==> src/ctu_pkg.sv <==
// shared constants and source decoding for the charge time unit control
package ctu_pkg;

    // register index on the plain register port
    localparam logic [1:0]  CTU_ADDR_UNIT_CTRL = 2'h0;
    localparam logic [1:0]  CTU_ADDR_EDGE_CTRL = 2'h1;
    localparam logic [1:0]  CTU_ADDR_CUR_CTRL  = 2'h2;

    // unit_control_one fields
    localparam int          CTU_BIT_ENABLE     = 15;
    localparam int          CTU_BIT_IDLE_STOP  = 13;
    localparam int          CTU_BIT_HW_EDGE    = 11;
    localparam int          CTU_BIT_ORDER      = 10;
    localparam int          CTU_BIT_SINK       = 9;
    localparam int          CTU_BIT_TRIG       = 8;

    // edge_control fields
    localparam int          CTU_BIT_A_SENSE    = 15;
    localparam int          CTU_BIT_A_POL      = 14;
    localparam int          CTU_LSB_A_SOURCE   = 10;
    localparam int          CTU_BIT_B_FLAG     = 9;
    localparam int          CTU_BIT_A_FLAG     = 8;
    localparam int          CTU_BIT_B_SENSE    = 7;
    localparam int          CTU_BIT_B_POL      = 6;
    localparam int          CTU_LSB_B_SOURCE   = 2;

    // current_source_control fields
    localparam int          CTU_LSB_TRIM       = 10;
    localparam int          CTU_LSB_RANGE      = 8;

    // implemented bits; everything else reads as zero
    localparam logic [15:0] CTU_MASK_UNIT_CTRL = 16'hAF00;
    localparam logic [15:0] CTU_MASK_EDGE_CTRL = 16'hFFFC;
    localparam logic [15:0] CTU_MASK_CUR_CTRL  = 16'hFF00;

    // reset values
    localparam logic [15:0] CTU_RST_UNIT_CTRL  = 16'h0000;
    localparam logic [15:0] CTU_RST_EDGE_CTRL  = 16'h0000;
    localparam logic [15:0] CTU_RST_CUR_CTRL   = 16'h0000;

    // edge source codes
    localparam logic [3:0]  CTU_SRC_TIMER_CAP  = 4'h0;
    localparam logic [3:0]  CTU_SRC_COMPARE    = 4'h1;
    localparam logic [3:0]  CTU_SRC_PIN_A      = 4'h2;
    localparam logic [3:0]  CTU_SRC_PIN_B      = 4'h3;

    // current range codes
    localparam logic [1:0]  CTU_RNG_X1000      = 2'h0;
    localparam logic [1:0]  CTU_RNG_X1         = 2'h1;
    localparam logic [1:0]  CTU_RNG_X10        = 2'h2;
    localparam logic [1:0]  CTU_RNG_X100       = 2'h3;

    // reserved codes select a level that stays low
    function automatic logic ctu_pick_source(
        input logic [3:0] sel,
        input logic       first_src,
        input logic       compare_src,
        input logic       pin_a,
        input logic       pin_b
    );
        logic lvl;
        lvl = 1'b0;
        case (sel)
            CTU_SRC_TIMER_CAP: lvl = first_src;
            CTU_SRC_COMPARE:   lvl = compare_src;
            CTU_SRC_PIN_A:     lvl = pin_a;
            CTU_SRC_PIN_B:     lvl = pin_b;
            default:           lvl = 1'b0;
        endcase
        return lvl;
    endfunction : ctu_pick_source

endpackage : ctu_pkg

==> src/ctu_edge_sense.sv <==
// edge or level detector for one edge channel
module ctu_edge_sense (
    input  wire logic sys_clk,
    input  wire logic rst_n,
    input  wire logic level,
    input  wire logic polarity,
    input  wire logic sense,
    input  wire logic enable,
    output logic      hit
);

    typedef struct packed {
        logic prev_active;
    } ctu_sense_state_t;

    ctu_sense_state_t s_r;
    ctu_sense_state_t s_nxt;
    logic             active;

    // polarity 1 answers a rising source, 0 a falling one
    assign active = polarity ? level : ~level;

    always_comb begin
        s_nxt             = s_r;
        s_nxt.prev_active = active;
        // sense 1 is level sensitive, 0 edge sensitive
        if (!enable) begin
            hit = 1'b0;
        end else if (sense) begin
            hit = active;
        end else begin
            hit = active & ~s_r.prev_active;
        end
    end

    always_ff @(posedge sys_clk or negedge rst_n) begin
        if (!rst_n) begin
            s_r <= '0;
        end else begin
            s_r <= s_nxt;
        end
    end

endmodule : ctu_edge_sense

==> src/ctu_unit.sv <==
// charge time unit control: registers, edge channels and analog controls
//
// Chosen here: the register addresses and strobed register access.
module ctu_unit (
    input  wire logic        sys_clk,
    input  wire logic        reset_n,
    input  wire logic [1:0]  reg_addr,
    input  wire logic [15:0] reg_wdata,
    input  wire logic        reg_wr,
    input  wire logic        reg_rd,
    output logic      [15:0] reg_rdata,
    input  wire logic        idle_mode,
    input  wire logic        timer_source,
    input  wire logic        capture_in_one,
    input  wire logic        compare_out_one,
    input  wire logic        ext_edge_pin_a,
    input  wire logic        ext_edge_pin_b,
    output logic             unit_running,
    output logic             charge_on,
    output logic             current_sink_ground,
    output logic             conv_start,
    output logic      [1:0]  current_range,
    output logic      [5:0]  current_trim,
    output logic             edge_a_flag,
    output logic             edge_b_flag
);

    typedef struct packed {
        logic [1:0]  pin_a_s;
        logic [1:0]  pin_b_s;
        logic        enable;
        logic        idle_stop;
        logic        hw_edge;
        logic        order;
        logic        sink;
        logic        trig_en;
        logic        a_sense;
        logic        a_pol;
        logic [3:0]  a_source;
        logic        b_sense;
        logic        b_pol;
        logic [3:0]  b_source;
        logic        flag_a;
        logic        flag_b;
        logic [5:0]  trim;
        logic [1:0]  range;
        logic [15:0] rdata;
        logic        conv;
        logic        charge;
        logic        running;
    } ctu_state_t;

    ctu_state_t  s_r;
    ctu_state_t  s_nxt;
    logic [1:0]  rst_sync_r;
    logic        rst_n_s;
    logic        run;
    logic        hw_go;
    logic        lvl_a;
    logic        lvl_b;
    logic        hit_a;
    logic        hit_b;
    logic        src_ok_a;
    logic        src_ok_b;
    logic        set_a;
    logic        set_b;
    logic        wr_unit;
    logic        wr_edge;
    logic        wr_cur;
    logic [15:0] rd_unit;
    logic [15:0] rd_edge;
    logic [15:0] rd_cur;

    // reset released through two flip-flops
    always_ff @(posedge sys_clk or negedge reset_n) begin
        if (!reset_n) begin
            rst_sync_r <= 2'h0;
        end else begin
            rst_sync_r <= {rst_sync_r[0], 1'b1};
        end
    end
    assign rst_n_s = rst_sync_r[1];

    assign wr_unit = reg_wr && (reg_addr == ctu_pkg::CTU_ADDR_UNIT_CTRL);
    assign wr_edge = reg_wr && (reg_addr == ctu_pkg::CTU_ADDR_EDGE_CTRL);
    assign wr_cur  = reg_wr && (reg_addr == ctu_pkg::CTU_ADDR_CUR_CTRL);

    // unit enable gated by idle stop
    assign run   = s_r.enable & ~(s_r.idle_stop & idle_mode);
    // hardware sources only with hw edge bit
    assign hw_go = run & s_r.hw_edge;
    // reserved codes never fire, whatever the polarity or sense
    assign src_ok_a = (s_r.a_source[3:2] == 2'h0);
    assign src_ok_b = (s_r.b_source[3:2] == 2'h0);

    // source select; pins use the second sync stage only
    assign lvl_a = ctu_pkg::ctu_pick_source(s_r.a_source, timer_source,
        compare_out_one, s_r.pin_a_s[1], s_r.pin_b_s[1]);
    assign lvl_b = ctu_pkg::ctu_pick_source(s_r.b_source, capture_in_one,
        compare_out_one, s_r.pin_a_s[1], s_r.pin_b_s[1]);

    ctu_edge_sense u_sense_a (
        .sys_clk  (sys_clk),
        .rst_n    (rst_n_s),
        .level    (lvl_a),
        .polarity (s_r.a_pol),
        .sense    (s_r.a_sense),
        .enable   (hw_go & src_ok_a),
        .hit      (hit_a)
    );

    ctu_edge_sense u_sense_b (
        .sys_clk  (sys_clk),
        .rst_n    (rst_n_s),
        .level    (lvl_b),
        .polarity (s_r.b_pol),
        .sense    (s_r.b_sense),
        .enable   (hw_go & src_ok_b),
        .hit      (hit_b)
    );

    assign set_a = hit_a;
    // with the order bit set, edge b refused until edge a has occurred
    assign set_b = hit_b & (~s_r.order | s_r.flag_a);

    // read views with unimplemented bits forced to zero
    always_comb begin
        rd_unit = 16'h0000;
        rd_unit[ctu_pkg::CTU_BIT_ENABLE]    = s_r.enable;
        rd_unit[ctu_pkg::CTU_BIT_IDLE_STOP] = s_r.idle_stop;
        rd_unit[ctu_pkg::CTU_BIT_HW_EDGE]   = s_r.hw_edge;
        rd_unit[ctu_pkg::CTU_BIT_ORDER]     = s_r.order;
        rd_unit[ctu_pkg::CTU_BIT_SINK]      = s_r.sink;
        rd_unit[ctu_pkg::CTU_BIT_TRIG]      = s_r.trig_en;
        rd_unit = rd_unit & ctu_pkg::CTU_MASK_UNIT_CTRL;
        rd_edge = 16'h0000;
        rd_edge[ctu_pkg::CTU_BIT_A_SENSE] = s_r.a_sense;
        rd_edge[ctu_pkg::CTU_BIT_A_POL]   = s_r.a_pol;
        rd_edge[ctu_pkg::CTU_LSB_A_SOURCE +: 4] = s_r.a_source;
        rd_edge[ctu_pkg::CTU_BIT_B_FLAG]  = s_r.flag_b;
        rd_edge[ctu_pkg::CTU_BIT_A_FLAG]  = s_r.flag_a;
        rd_edge[ctu_pkg::CTU_BIT_B_SENSE] = s_r.b_sense;
        rd_edge[ctu_pkg::CTU_BIT_B_POL]   = s_r.b_pol;
        rd_edge[ctu_pkg::CTU_LSB_B_SOURCE +: 4] = s_r.b_source;
        rd_edge = rd_edge & ctu_pkg::CTU_MASK_EDGE_CTRL;
        rd_cur  = 16'h0000;
        rd_cur[ctu_pkg::CTU_LSB_TRIM +: 6]  = s_r.trim;
        rd_cur[ctu_pkg::CTU_LSB_RANGE +: 2] = s_r.range;
        rd_cur  = rd_cur & ctu_pkg::CTU_MASK_CUR_CTRL;
    end

    always_comb begin
        s_nxt = s_r;
        s_nxt.pin_a_s = {s_r.pin_a_s[0], ext_edge_pin_a};
        s_nxt.pin_b_s = {s_r.pin_b_s[0], ext_edge_pin_b};
        if (wr_unit) begin
            s_nxt.enable    = reg_wdata[ctu_pkg::CTU_BIT_ENABLE];
            s_nxt.idle_stop = reg_wdata[ctu_pkg::CTU_BIT_IDLE_STOP];
            s_nxt.hw_edge   = reg_wdata[ctu_pkg::CTU_BIT_HW_EDGE];
            s_nxt.order     = reg_wdata[ctu_pkg::CTU_BIT_ORDER];
            s_nxt.sink      = reg_wdata[ctu_pkg::CTU_BIT_SINK];
            s_nxt.trig_en   = reg_wdata[ctu_pkg::CTU_BIT_TRIG];
        end
        if (wr_edge) begin
            s_nxt.a_sense  = reg_wdata[ctu_pkg::CTU_BIT_A_SENSE];
            s_nxt.a_pol    = reg_wdata[ctu_pkg::CTU_BIT_A_POL];
            s_nxt.a_source = reg_wdata[ctu_pkg::CTU_LSB_A_SOURCE +: 4];
            s_nxt.b_sense  = reg_wdata[ctu_pkg::CTU_BIT_B_SENSE];
            s_nxt.b_pol    = reg_wdata[ctu_pkg::CTU_BIT_B_POL];
            s_nxt.b_source = reg_wdata[ctu_pkg::CTU_LSB_B_SOURCE +: 4];
        end
        if (wr_cur) begin
            s_nxt.trim  = reg_wdata[ctu_pkg::CTU_LSB_TRIM +: 6];
            s_nxt.range = reg_wdata[ctu_pkg::CTU_LSB_RANGE +: 2];
        end
        // write drives flags; a hardware edge wins
        if (wr_edge) begin
            s_nxt.flag_a = reg_wdata[ctu_pkg::CTU_BIT_A_FLAG] | set_a;
            s_nxt.flag_b = reg_wdata[ctu_pkg::CTU_BIT_B_FLAG] | set_b;
        end else begin
            s_nxt.flag_a = s_r.flag_a | set_a;
            s_nxt.flag_b = s_r.flag_b | set_b;
        end
        // one pulse to the ADC when edge b arrives with the trigger bit set
        s_nxt.conv    = run & s_r.trig_en & s_nxt.flag_b & ~s_r.flag_b;
        // current flows between edge a and edge b, never while sinking
        s_nxt.charge  = run & s_nxt.flag_a & ~s_nxt.flag_b & ~s_nxt.sink;
        s_nxt.running = run;
        s_nxt.rdata   = 16'h0000;
        if (reg_rd) begin
            case (reg_addr)
                ctu_pkg::CTU_ADDR_UNIT_CTRL: s_nxt.rdata = rd_unit;
                ctu_pkg::CTU_ADDR_EDGE_CTRL: s_nxt.rdata = rd_edge;
                ctu_pkg::CTU_ADDR_CUR_CTRL:  s_nxt.rdata = rd_cur;
                default:                     s_nxt.rdata = 16'h0000;
            endcase
        end
    end

    always_ff @(posedge sys_clk or negedge rst_n_s) begin
        if (!rst_n_s) begin
            s_r       <= '0;
        end else begin
            s_r       <= s_nxt;
        end
    end

    assign reg_rdata           = s_r.rdata;
    assign unit_running        = s_r.running;
    assign charge_on           = s_r.charge;
    // grounding follows only the sink bit
    assign current_sink_ground = s_r.sink;
    assign conv_start          = s_r.conv;
    assign current_range       = s_r.range;
    assign current_trim        = s_r.trim;
    assign edge_a_flag         = s_r.flag_a;
    assign edge_b_flag         = s_r.flag_b;
endmodule : ctu_unit

==> config.mk <==
export PLATFORM = sky130hd
export DESIGN_NAME = ctu_unit
export DESIGN_NICKNAME = d
export VERILOG_FILES = /design/src/ctu_pkg.sv /design/src/ctu_edge_sense.sv /design/src/ctu_unit.sv
export SDC_FILE = /design/constraint.sdc
export NUM_CORES = 1
export LEC_CHECK = 0
export BUFFER_PORTS_ARGS = -buffer_cell sky130_fd_sc_hd__buf_2
export CORE_ASPECT_RATIO = 1.1
export CORE_UTILIZATION = 45
export DETAILED_ROUTE_END_ITERATION = 6
export PLACE_DENSITY = 0.77
export SETUP_SLACK_MARGIN = 0.5
export SYNTH_ARGS = -nofsm -noshare
export SYNTH_HDL_FRONTEND = slang
export SYNTH_SLANG_ARGS = --single-unit
==> constraint.sdc <==
create_clock -name sys_clk -period 3.4 [get_ports sys_clk]
set_clock_uncertainty 0.15 [all_clocks]
set_input_delay 0.68 -clock sys_clk [delete_from_list [all_inputs] [get_ports sys_clk]]
set_output_delay 0.68 -clock sys_clk [all_outputs]
set_load 0.02 [all_outputs]
==> run metrics <==
outcome=finished, violations left; failing checks=DRC; Area growth syn-to-layout=11.1%; Cell Count, Final, Fillers Out=~270; sequential cell area=approximately 0.0013 mm^2; CTS tree=yes; Finished Cell Area=~0.0026 mm^2; sequential cell fraction of total power=about half; largest net degree at the start of global routing=52; # port buffers=53; clock buffer depth=2; Final Cycle Share=between 60 and 70%; die height=just under 80 um; Layout Nets=roughly 240; Internal Power=0.00110 W; Die ar.=about 0.0055 mm^2; Most used DFF post-synth=dfrtp_1; Mapped Cells=roughly 180; largest family of logic cells by synthesized area=multiplexers; Crit path arrival time=roughly 2300 ps; Synthesis Warnings=0; length of the first detailed-routing pass in iterations=6; Cell Pwr Density=~600 mW/mm^2; Slew HR=between 20% and 30%; diode count=0; post-DR wirelength/cell=15.2 um; placed instance area=roughly 0.0025 mm^2; crit path kind=in2reg; Num CTS Buffers=5; final setup vio count=0; Initial Utilization=46.8%; cell accounting for the most synthesized area=dfrtp_1; Post-DP HPWL=2.96 mm; EDFF count, synth=0; critical path startpoint category=input pin; Vias per Instance=5.07; top post-synthesis cells by count=53 x dfrtp_1, 26 x buf_4, 26 x mux2_2, 10 x mux2i_1, 9 x nand2_1; WL final=around 4.1 mm; H-tree level count=2; dpl cells=roughly 260; Synth Register Bits=53; maximum cell stage delay along the critical path=~440 ps; crit-path cells=buf_2 -> nor2b_4 -> nand2_8 -> mux2_4 -> a41o_4 -> nor4b_4; CP max-delay cell=nor2b_4; initial antenna violation count=0; Fill cells=between 400 and 500; first-pass GRT wire length=approximately 7 mm; CP max FO=16; Worst Max-Slew Pin Slew=around 1100 ps; via count=~1400; Tot GR Track Use=~17%; Area contributors post-synth=dfrtp_1 56%, mux2_2 12%, buf_4 8.3%; critical path capture point type=flip-flop; share of layout cells above drive strength 1=around 47%; Clk pwr share=~28%; syn_area_per_cell=about 13 um^2; DR DRC count=3; most common cell in the synthesized netlist=dfrtp_1; Chip Width=71.0 um; Sink Count=53; synthesized area=about 0.0024 mm^2; Period minus WS final=~2200 ps; Synth Area in XOR/XNOR=less than 1%; Leak=between 1 and 1.5 nW; Hold Vio Cnt, Final=0; Pwr Total=0.00155 W; peak supply drop=approximately 210 uV; CP required=between 3000 and 4000 ps; CTS root buf=clkbuf_8; Net Sw Power=0.000453 W; num rows=27; Gate power share=about a fifth; max-cap viol count=0; RSZ-0062 raised after global routing=no; clock latency on the worst-skew pair=310 ps; IO Pins=between 50 and 60; FFs w/ async S/R, synth=between 90% and 100%; Fmax achieved=approximately 450 MHz; switching share of power=just under 30%; core area=0.00503 mm^2; grt total ovfl=0; sum of negative setup slack=0 ps; fin. max-slew vios=0; Adder-Cell Fraction of Synth Area=0%; Synth Area in Simple Gates=between 10% and 20%; Hold Path Class=reg2reg; Util after Layout=between 50% and 60%; via count of the first global-routing pass=~1400; mux cell area share after synthesis=between 15 and 20%; Gates resized, CTS repair=0; Synth top area share=56.3%; Initial DRC Count=roughly 120; area of the multi-input gates=a little over 800 um^2; Routed Antenna Nets=0; Seq/Total Area, Yosys=between 50% and 60%; register clock-pin slew on the reported worst setup and hold paths=90 ps; Placer Congestion=0.782; synth unique cells=30; compound-cell area share of the yosys netlist=under 10%
metal layers:
metal  vias up  part of all wire [%]  wire length [um]  GRT usage [%]
met5         -                     0                 0              0
met4         0                   1.6                67           7.00
met3         5                   5.3               216           5.19
met2        43                    50              2050           27.8
met1       668                    43              1750           20.1
li1        643                     -                 -              -
power by group through the flow:
stage	Sequential [W]	Combinational [W]	Clock, W
global placement	0.000813	0.000309	0
global route	0.000820	0.000341	0.000473
floorplan	0.000812	0.000254	0
finish	0.000804	0.000314	0.000431
detailed placement	0.000818	0.000315	0
CTS	0.000805	0.000317	0.000443
worst paths after layout:
check	slack, ps	to	cells past startpoint	from
worst max-delay path	1190	charge_on	6	reg_addr[0]
worst max register to register	1490	charge_on	5	rd_edge[5]
worst min register to register	200	rst_sync_r[1]	0	rst_sync_r[0]
max in group asynchronous	2130	current_range[1]	0	rst_sync_r[1]
worst min-delay path	200	rst_sync_r[1]	0	rst_sync_r[0]
min in group asynchronous	320	reg_rdata[3]	0	rst_sync_r[1]
state kept, by name, summed over array words and instances, names as in the netlist:
| signal | count |
|---|---|
| unit_running | 1 |
| charge_on | 1 |
| current_sink_ground | 1 |
| rd_unit | 5 |
| conv_start | 1 |
| current_range | 2 |
| current_trim | 6 |
| u_sense_a.s_r | 1 |
| edge_b_flag | 1 |
| s_nxt | 2 |
| u_sense_b.s_r | 1 |
| edge_a_flag | 1 |
| rd_edge | 12 |
| rst_sync_r | 2 |
| reg_rdata | 14 |
| s_r | 2 |
final cells by class:
cell class / count / area share [%]
Timing Repair Buffer: 54 / 10.5
Clock inverter: 3 / 1.77
Clock buffer: 5 / 2.63
Inverter: 3 / 0.430
Tap cell: 58 / 2.77
Sequential cell: 53 / 50.7
Multi-Input combinational cell: 92 / 31.2
cells in the final DEF (no fill, tap or decap), types with 3 or more instances in the layout:
| cell type | n |
|---|---|
| buf_2 | 53 |
| nor2b_1 | 3 |
| nand2_1 | 9 |
| and2_1 | 6 |
| mux2_2 | 26 |
| and3_1 | 5 |
| clkbuf_8 | 5 |
| o21ai_0 | 6 |
| mux2i_1 | 10 |
| dfrtp_1 | 52 |
| conb_1 | 3 |
critical path, delay by kind of cell:
| kind | cells | cell delay [ps] |
|---|---|---|
| buffers and inverters | 1 | 180 |
| multiplexers | 1 | 330 |
| AO/OA/AOI/OAI | 1 | 260 |
| AND/OR/NAND/NOR | 3 | 840 |
through the flow:
step	hold slack [ps]	worst slack, ps
6_report	204	1190
5_1_grt	219	1100
4_1_cts	206	1180
3_5_place_dp	185	854
3_3_place_gp	184	878
2_1_floorplan	181	1250
kinds of logic after synthesis:
logic type | Yosys count
other cells | 2
xor+xnor | 2
mux | 37
buf+inv | 32
flops | 53
simple gates | 36
compound gates | 14
repair_timing:
item / in CTS / in global routing
setup endpoints to repair: 0 / 0
hold buffers: 1 / 0
buffers inserted: 0 / 0
endpoints found under the hold margin: 2 / 0
Power figures use the tool's default switching activity.
